$ cat config.mk
export PLATFORM = sky130hd
export DESIGN_NAME = flash_word_program_seq
export DESIGN_NICKNAME = d
export VERILOG_FILES = /design/src/hdl/flash_word_pkg.sv /design/src/hdl/flash_prog_if.sv /design/src/hdl/flash_prog_timer.sv /design/src/hdl/flash_ahb_slave.sv /design/src/hdl/flash_word_program_seq.sv
export SDC_FILE = /design/constraint.sdc
export NUM_CORES = 1
export LEC_CHECK = 0
export ABC_CLOCK_PERIOD_IN_PS = 5020
export BUFFER_PORTS_ARGS = -buffer_cell sky130_fd_sc_hd__buf_2
export CAP_MARGIN = 10
export CORE_ASPECT_RATIO = 0.8
export CORE_MARGIN = 8
export CORE_UTILIZATION = 61
export DETAILED_ROUTE_END_ITERATION = 10
export MAX_ROUTING_LAYER = met4
export PLACE_DENSITY = 0.93
export SLEW_MARGIN = 5
export SYNTH_ARGS = -nofsm -noshare
export SYNTH_HDL_FRONTEND = slang
export SYNTH_HIERARCHICAL = 1
export SYNTH_SLANG_ARGS = --single-unit
$ cat constraint.sdc
create_clock -name hclk -period 5.02 [get_ports hclk]
set_input_delay 0.251 -clock hclk [delete_from_list [all_inputs] [get_ports hclk]]
set_output_delay 0.251 -clock hclk [all_outputs]
set_load 0.005 [all_outputs]
$ cat src/hdl/flash_word_pkg.sv
// Purpose : constants shared by the single-word program sequencer
// Assumes : one 200 MHz clock, AHB-Lite register access
// Notes   : register byte offsets and field positions live here only
//
// Summary of operation
// - word program enable set: one write programs exactly one two-byte word
// - table writes land in the holding latch the table pointer selects
// - key 55h then 0AAh, then write start begins the program cycle
// - execution stalls for the whole programming time, resumes on completion
package flash_word_pkg;
  // byte offsets of the registers
  localparam logic [7:0] OFS_TABLE_POINTER = 8'h00;
  localparam logic [7:0] OFS_TABLE_LATCH   = 8'h04;
  localparam logic [7:0] OFS_TABLE_WRITE   = 8'h08;
  localparam logic [7:0] OFS_MEM_CONTROL   = 8'h0C;
  localparam logic [7:0] OFS_UNLOCK_KEY    = 8'h10;
  localparam logic [7:0] OFS_HOLD_DATA     = 8'h14;
  // memory control field positions
  localparam int BIT_WRITE_START  = 0;
  localparam int BIT_MEM_WR_EN    = 1;
  localparam int BIT_WORD_PROG_EN = 2;
  localparam int BIT_WRITE_ERROR  = 3;
  localparam int BIT_BUSY         = 4;
  // unlock keys
  localparam logic [7:0] KEY_FIRST  = 8'h55;
  localparam logic [7:0] KEY_SECOND = 8'hAA;
  // widths
  localparam int ADDR_W = 21;
  // programming time, in microseconds, and derived cycle count
  localparam int CLK_MHZ        = 200;
  localparam int T_WORD_PROG_US = 50;
  localparam int PROG_CYCLES    = T_WORD_PROG_US * CLK_MHZ;
  // sequencer states
  typedef enum logic [1:0] {ST_IDLE, ST_KEY1, ST_ARMED, ST_PROG} seq_state_t;
endpackage

$ cat src/hdl/flash_prog_if.sv
// Purpose : carries a word program request to the program timer
// Assumes : same clock as the sequencer
// Notes   : start is a one-cycle pulse, done a one-cycle pulse
`timescale 1ns/100ps
`default_nettype none
interface flash_prog_if;
  logic start;
  logic done;
  modport seq (output start, input done);
  modport tmr (input start, output done);
endinterface
`default_nettype wire

$ cat src/hdl/flash_prog_timer.sv
// Purpose : counts the word programming time
// Assumes : start pulse only while idle
// Notes   : stands in for the array's own program pulse
`timescale 1ns/100ps
`default_nettype none
module flash_prog_timer
  import flash_word_pkg::*;
#(
  parameter int CYCLES = PROG_CYCLES
)(
  input  wire logic hclk,    // system clock
  input  wire logic hresetn, // async reset, low
  flash_prog_if.tmr pif      // start and done
);
  typedef struct packed {
    logic        run;
    logic [31:0] cnt;
    logic        done;
  } tmr_t;
  tmr_t s_r, s_nxt;

  // ----------------------------------------
  // countdown
  // ----------------------------------------
  always_comb
  begin
    s_nxt = s_r;
    s_nxt.done = 1'b0;
    if (pif.start && !s_r.run)
    begin
      s_nxt.run = 1'b1;
      s_nxt.cnt = 32'(CYCLES - 1);
    end
    else if (s_r.run)
    begin
      if (s_r.cnt == 32'h0)
      begin
        s_nxt.run  = 1'b0;
        s_nxt.done = 1'b1;
      end
      else
        s_nxt.cnt = s_r.cnt - 32'h1;
    end
  end

  always_ff @(posedge hclk or negedge hresetn)
  begin
    if (!hresetn)
      s_r <= '0;
    else
      s_r <= s_nxt;
  end

  assign pif.done = s_r.done;
endmodule // flash_prog_timer
`default_nettype wire

$ cat src/hdl/flash_ahb_slave.sv
// Purpose : AHB-Lite address phase capture for the sequencer
// Assumes : single word transfers, always OKAY
// Notes   : zero wait states; stall is applied by the top
`timescale 1ns/100ps
`default_nettype none
module flash_ahb_slave (
  input  wire logic        hclk,      // system clock
  input  wire logic        hresetn,   // async reset, low
  input  wire logic        hsel,      // slave select
  input  wire logic [1:0]  htrans,    // transfer type
  input  wire logic        hwrite,    // write
  input  wire logic [7:0]  haddr,     // low address bits
  input  wire logic        hready,    // bus ready
  output logic             ph_valid,  // data phase pending
  output logic             ph_write,  // pending is write
  output logic [7:0]       ph_addr    // pending address
);
  typedef struct packed {
    logic       v;
    logic       w;
    logic [7:0] a;
  } ph_t;
  ph_t s_r, s_nxt;

  // ----------------------------------------
  // capture on accepted address phase
  // ----------------------------------------
  always_comb
  begin
    s_nxt = s_r;
    if (hready)
    begin
      s_nxt.v = hsel && htrans[1];
      s_nxt.w = hwrite;
      s_nxt.a = haddr;
    end
  end

  always_ff @(posedge hclk or negedge hresetn)
  begin
    if (!hresetn)
      s_r <= '0;
    else
      s_r <= s_nxt;
  end

  assign ph_valid = s_r.v;
  assign ph_write = s_r.w;
  assign ph_addr  = s_r.a;
endmodule // flash_ahb_slave
`default_nettype wire

$ cat src/hdl/flash_word_program_seq.sv
// Purpose : single-word program sequencer behind an AHB-Lite slave
// Assumes : one clock, CPU stalled through cpu_stall while programming
// Notes   : write data of a stalled access is taken after programming ends
`timescale 1ns/100ps
`default_nettype none
module flash_word_program_seq
  import flash_word_pkg::*;
#(
  parameter int PROG_TIME_CYCLES = PROG_CYCLES
)(
  input  wire logic        hclk,        // system clock
  input  wire logic        hresetn,     // async reset, low
  input  wire logic        hsel,        // slave select
  input  wire logic [31:0] haddr,       // byte address
  input  wire logic [1:0]  htrans,      // transfer type
  input  wire logic        hwrite,      // write
  input  wire logic [2:0]  hsize,       // size, word only
  input  wire logic [31:0] hwdata,      // write data
  input  wire logic        hready,      // bus ready in
  output logic             hreadyout,   // slave ready
  output logic             hresp,       // always OKAY
  output logic [31:0]      hrdata,      // read data
  output logic             cpu_stall,   // execution stall
  output logic             prog_strobe, // array program pulse
  output logic [ADDR_W-1:0] prog_addr,  // word address programmed
  output logic [15:0]      prog_data    // word programmed
);
  flash_prog_if pif ();

  logic       ph_valid;
  logic       ph_write;
  logic [7:0] ph_addr;

  typedef struct packed {
    seq_state_t        st;
    logic [ADDR_W-1:0] tptr;
    logic [7:0]        tlat;
    logic [7:0]        hold_lo;
    logic [7:0]        hold_hi;
    logic              memory_write_enable;
    logic              word_program_enable;
    logic              werr;
    logic              start;
    logic              stall;
    logic              pstb;
    logic [ADDR_W-1:0] paddr;
    logic [15:0]       pdata;
    logic [31:0]       rdata;
  } seq_t;
  seq_t s_r, s_nxt;

  logic wr_acc;
  logic rd_acc;

  // ----------------------------------------
  // bus front end
  // ----------------------------------------
  flash_ahb_slave u_bus (
    .hclk     (hclk),
    .hresetn  (hresetn),
    .hsel     (hsel),
    .htrans   (htrans),
    .hwrite   (hwrite),
    .haddr    (haddr[7:0]),
    .hready   (hready),
    .ph_valid (ph_valid),
    .ph_write (ph_write),
    .ph_addr  (ph_addr)
  );

  flash_prog_timer #(
    .CYCLES (PROG_TIME_CYCLES)
  ) u_tmr (
    .hclk    (hclk),
    .hresetn (hresetn),
    .pif     (pif)
  );

  // data phase completes only when not stalled
  assign wr_acc = ph_valid && ph_write && !s_r.stall;
  assign rd_acc = ph_valid && !ph_write && !s_r.stall;

  // ----------------------------------------
  // sequencer and register file
  // ----------------------------------------
  always_comb
  begin
    s_nxt = s_r;
    s_nxt.start = 1'b0;
    s_nxt.pstb  = 1'b0;
    // any bus write other than the expected key or an accepted write start breaks the unlock chain
    if (wr_acc && (s_r.st == ST_KEY1 || s_r.st == ST_ARMED))
      s_nxt.st = ST_IDLE;
    if (wr_acc)
    begin
      case (ph_addr)
        OFS_TABLE_POINTER: s_nxt.tptr = hwdata[ADDR_W-1:0];
        OFS_TABLE_LATCH:   s_nxt.tlat = hwdata[7:0];
        OFS_TABLE_WRITE:
        begin
          // low pointer bit picks the latch byte
          if (s_r.tptr[0])
            s_nxt.hold_hi = s_r.tlat;
          else
            s_nxt.hold_lo = s_r.tlat;
          if (hwdata[0])
            s_nxt.tptr = s_r.tptr + {{(ADDR_W-1){1'b0}}, 1'b1};
        end
        OFS_UNLOCK_KEY:
        begin
          if (hwdata[7:0] == KEY_FIRST)
            s_nxt.st = ST_KEY1;
          else if (s_r.st == ST_KEY1 && hwdata[7:0] == KEY_SECOND)
            s_nxt.st = ST_ARMED;
          else
            s_nxt.st = ST_IDLE;
        end
        OFS_MEM_CONTROL:
        begin
          s_nxt.memory_write_enable  = hwdata[BIT_MEM_WR_EN];
          s_nxt.word_program_enable = hwdata[BIT_WORD_PROG_EN];
          if (!hwdata[BIT_WRITE_ERROR])
            s_nxt.werr = 1'b0;
          if (hwdata[BIT_WRITE_START])
          begin
            if (s_r.st == ST_ARMED && hwdata[BIT_MEM_WR_EN] && s_r.memory_write_enable)
            begin
              s_nxt.st    = ST_PROG;
              s_nxt.start = 1'b1;
              s_nxt.stall = 1'b1;
            end
            else
              s_nxt.werr = 1'b1; // refused start is flagged
          end
        end
        default: ;
      endcase
    end
    if (s_r.st == ST_PROG && pif.done)
    begin
      s_nxt.st    = ST_IDLE;
      s_nxt.stall = 1'b0;
      // one two-byte word, never a block
      s_nxt.pstb  = s_r.word_program_enable;
      // word outputs move only with a strobe, so the array never sees a stray word
      if (s_r.word_program_enable)
      begin
        s_nxt.paddr = {s_r.tptr[ADDR_W-1:1], 1'b0};
        s_nxt.pdata = {s_r.hold_hi, s_r.hold_lo};
      end
      else
        s_nxt.werr = 1'b1;
    end
    // read mux, registered into the data phase
    if (hready && hsel && htrans[1] && !hwrite)
    begin
      case (haddr[7:0])
        OFS_TABLE_POINTER: s_nxt.rdata = {{(32-ADDR_W){1'b0}}, s_r.tptr};
        OFS_TABLE_LATCH:   s_nxt.rdata = {24'h000000, s_r.tlat};
        OFS_MEM_CONTROL:   s_nxt.rdata = {27'h0000000, s_r.stall, s_r.werr,
                                          s_r.word_program_enable, s_r.memory_write_enable, s_r.stall};
        OFS_HOLD_DATA:     s_nxt.rdata = {16'h0000, s_r.hold_hi, s_r.hold_lo};
        default:           s_nxt.rdata = 32'h00000000;
      endcase
    end
  end

  always_ff @(posedge hclk or negedge hresetn)
  begin
    if (!hresetn)
      s_r <= '0;
    else
      s_r <= s_nxt;
  end

  // ----------------------------------------
  // outputs
  // ----------------------------------------
  assign pif.start   = s_r.start;
  assign hreadyout   = !s_r.stall;   // stall holds the bus
  assign hresp       = 1'b0;
  assign hrdata      = s_r.rdata;
  assign cpu_stall   = s_r.stall;
  assign prog_strobe = s_r.pstb;
  assign prog_addr   = s_r.paddr;
  assign prog_data   = s_r.pdata;
endmodule // flash_word_program_seq
`default_nettype wire

==> flow_summary.json <==
{
  "ys_seq_area_share_pct": 48.3,
  "die_h_um": 118,
  "slew_violations": 0,
  "cellPowerDensity_mw_per_mm2": 326,
  "route.met2.wl_mm": 9.77,
  "viasPerCell": 6.63,
  "synth_compound_area_share_pct": 13.1,
  "io_pins": 147,
  "hold_slack_ps": 71.4,
  "cts_root_buffer": "clkbuf_16",
  "p_clk_share_pct": 48.7,
  "cts_setup_buffers": 0,
  "fin_skew_ps": 12.2,
  "postSynthAreaPerCell_um2": 10.6,
  "synthFlopType": "dfrtp_1",
  "period_minus_slack_ps": 3280,
  "required_ps": 5360,
  "coreArea_mm2": 0.0128,
  "diodes": 0,
  "firstDrtPassIters": 8,
  "top_layer": "met4",
  "yosys_warnings": 6,
  "start_kind": "flop",
  "grt_use_total_pct": 25.5,
  "power.share.switching_pct": 23.4,
  "hpwl_mm": 13.8,
  "fin_nets": 860,
  "place.port_buffers": 94,
  "max_freq_mhz": 304,
  "synth_fa_ha_area_share_pct": 0.784,
  "hold_path.class": "input port to flop",
  "relSlewSlack_pct": 16.8,
  "area_delta_synth_final_pct": 9.38,
  "critPathMaxFanout": 24,
  "pwr-share-comb_pct": 5.0,
  "synth_seq_cells": 154,
  "yosys.area_share.simple_pct": 16.1,
  "initial_core_util_pct": 62.2,
  "cts_buffers": 17,
  "period_share_pct": 65.4,
  "hold_violations": 0,
  "cts.sinks": 154,
  "synth_area_mm2": 0.00798,
  "gp_congestion": 0.966,
  "rows": 37,
  "avgRoutedWirePerCell_um": 21.4,
  "path_class": "flop to flop",
  "grt_max_degree": 98,
  "crit_arrival_ps": 3620,
  "synthXorXnorAreaFrac_pct": 0.110,
  "met3WireLength_mm": 2.10,
  "dieWidth_um": 144,
  "ant_nets": 0,
  "p_leak_nw": 4.26,
  "status": "complete, no violations",
  "drc": 0,
  "drive_gt1_share_pct": 28.0,
  "clk_pin_slew_worst_paths_ps": 60,
  "clock_latency_ps": 430,
  "tns_ps": 0,
  "cts_htree_levels": 4,
  "maxCapViolations": 0,
  "ir_worst_vdd_mv": 0.315,
  "synth_top_area_share_pct": 48.3,
  "synth_edf_count": 0,
  "p_switching_mw": 0.666,
  "async_flop_share_pct": 100,
  "synth_top_family_by_area": "simple AND/OR/NAND/NOR gates",
  "netlist_instances": 753,
  "r2r_cells": 5,
  "yosysTopAreaCell": "dfrtp_1",
  "synthMuxAreaShare_pct": 12.3,
  "wl_mm": 20.8,
  "vias": 6426,
  "yosysMostFrequentCell": "dfrtp_1",
  "cts_tree": "built",
  "postCtsResizedCells": 0,
  "synthTopCellsByCount": "dfrtp_1 (154), buf_4 (71), mux2_2 (64), nand2_1 (60), nor2_1 (43)",
  "rsz0062_at_grt": "no",
  "end_kind": "flop",
  "grt_pass1_wl_mm": 33.2,
  "synth.distinct_cells": 72,
  "p_int_mw": 2.18,
  "grt_overflow_total": 0,
  "holdPathStages": 2,
  "seqPwrFrac_pct": 46.3,
  "holdBufCountCts": 1,
  "antenna_found_initial": 0,
  "finalSetupViolCount": 0,
  "first_iter_violations": 893,
  "worst_pin_slew_ps": 1250,
  "grt_pass1_vias": 6096,
  "wl_met1_mm": 8.18,
  "clockBufferDepth": 2,
  "dieArea_mm2": 0.0170,
  "synth.area.top_cells": "dfrtp_1 (48%), mux2_2 (9.0%), buf_4 (6.7%), nand2_1 (2.8%), a21oi_1 (2.5%)"
}
## flip-flops by register name, indices dropped and copies added, names as in the netlist
register / count
prog_strobe: 1
u_bus/ph_addr: 8
prog_addr: 20
u_tmr/pif.done: 1
u_bus/ph_valid: 1
s_r: 50
u_tmr/s_r: 33
prog_data: 16
u_bus/ph_write: 1
cpu_stall: 1
pif.start: 1
hrdata: 21
## through the flow
stage,cell area [um2],worst slack (ps),power (mW),utilization [%],std cells
global route,8730,1550,2.92,68.0,969
CTS,8730,1930,2.85,68.0,969
global placement,8080,2010,1.46,63.0,936
floorplan,8020,2870,1.40,-,765
finish,8730,1740,2.84,68.0,969
detailed placement,8080,1950,1.47,63.0,936
## cell families after synthesis
group,after synthesis
xor gates and xnor gates,1
AOI/OAI and AO/OA,159
other,1
buffers and inverters,115
adders and majority gates,5
DFF,154
muxes,86
and+or+nand+nor,232
## power groups by stage
stage / Combinational (mW) / Sequential, mW / Clock, mW
2_1_floorplan: 0.0871 / 1.32 / 0
3_3_place_gp: 0.132 / 1.33 / 0
3_5_place_dp: 0.137 / 1.33 / 0
4_1_cts: 0.141 / 1.31 / 1.40
5_1_grt: 0.156 / 1.32 / 1.45
6_report: 0.143 / 1.31 / 1.38
## critical path, stage by stage, from the launching register on
cell and delay (ps):
dfrtp_1 450, nand3b_1 410, a2111oi_2 840, and2_0 1060
o21ai_0 220, a32oi_1 210
## layout make-up
cell class | instances | area [um2]
Fill cell | 898 | 4100
Tap cell | 175 | 219
Clock inverter | 13 | 190
Multi-Input combinational cell | 496 | 3450
Timing Repair Buffer | 101 | 532
Inverter | 11 | 41.3
Clock buffer | 19 | 443
Sequential cell | 154 | 3850
## final timing paths
kind	start	to	slack, ps
worst max-delay path	cpu_stall$_DFFE_PN0P_	s_r[101]$_DFFE_PN0P_	1740
worst min-delay path	haddr[0]	u_bus/ph_addr[0]$_DFFE_PN0P_	70
worst max register to register	cpu_stall$_DFFE_PN0P_	s_r[101]$_DFFE_PN0P_	1740
worst min register to register	hrdata[0]$_DFFE_PN0P_	hrdata[0]$_DFFE_PN0P_	480
max in group asynchronous	hresetn	s_r[105]$_DFFE_PN0P_	3280
min in group asynchronous	hresetn	s_r[94]$_DFFE_PN0P_	460
## layout by cell type, fill, tap and decap left out, types with 9 or more instances in the layout
cell,n
conb_1,13
nand2_1,60
inv_1,11
nand3_1,21
mux2_2,64
mux2i_1,14
nand4_1,16
nor3_1,11
and2_1,10
o21ai_0,40
clkbuf_16,17
nor2_1,43
a21oi_1,40
a2bb2oi_1,9
nor4_1,10
dfrtp_1,154
buf_2,93
## per-layer routing
metal / up-vias / track usage, %
li1: 2760 / -
met1: 3155 / 32.5
met2: 444 / 37.2
met3: 67 / 6.52
met4: 0 / 12.6
met5: - / -
Note: power is estimated with default switching activity, not from simulation.
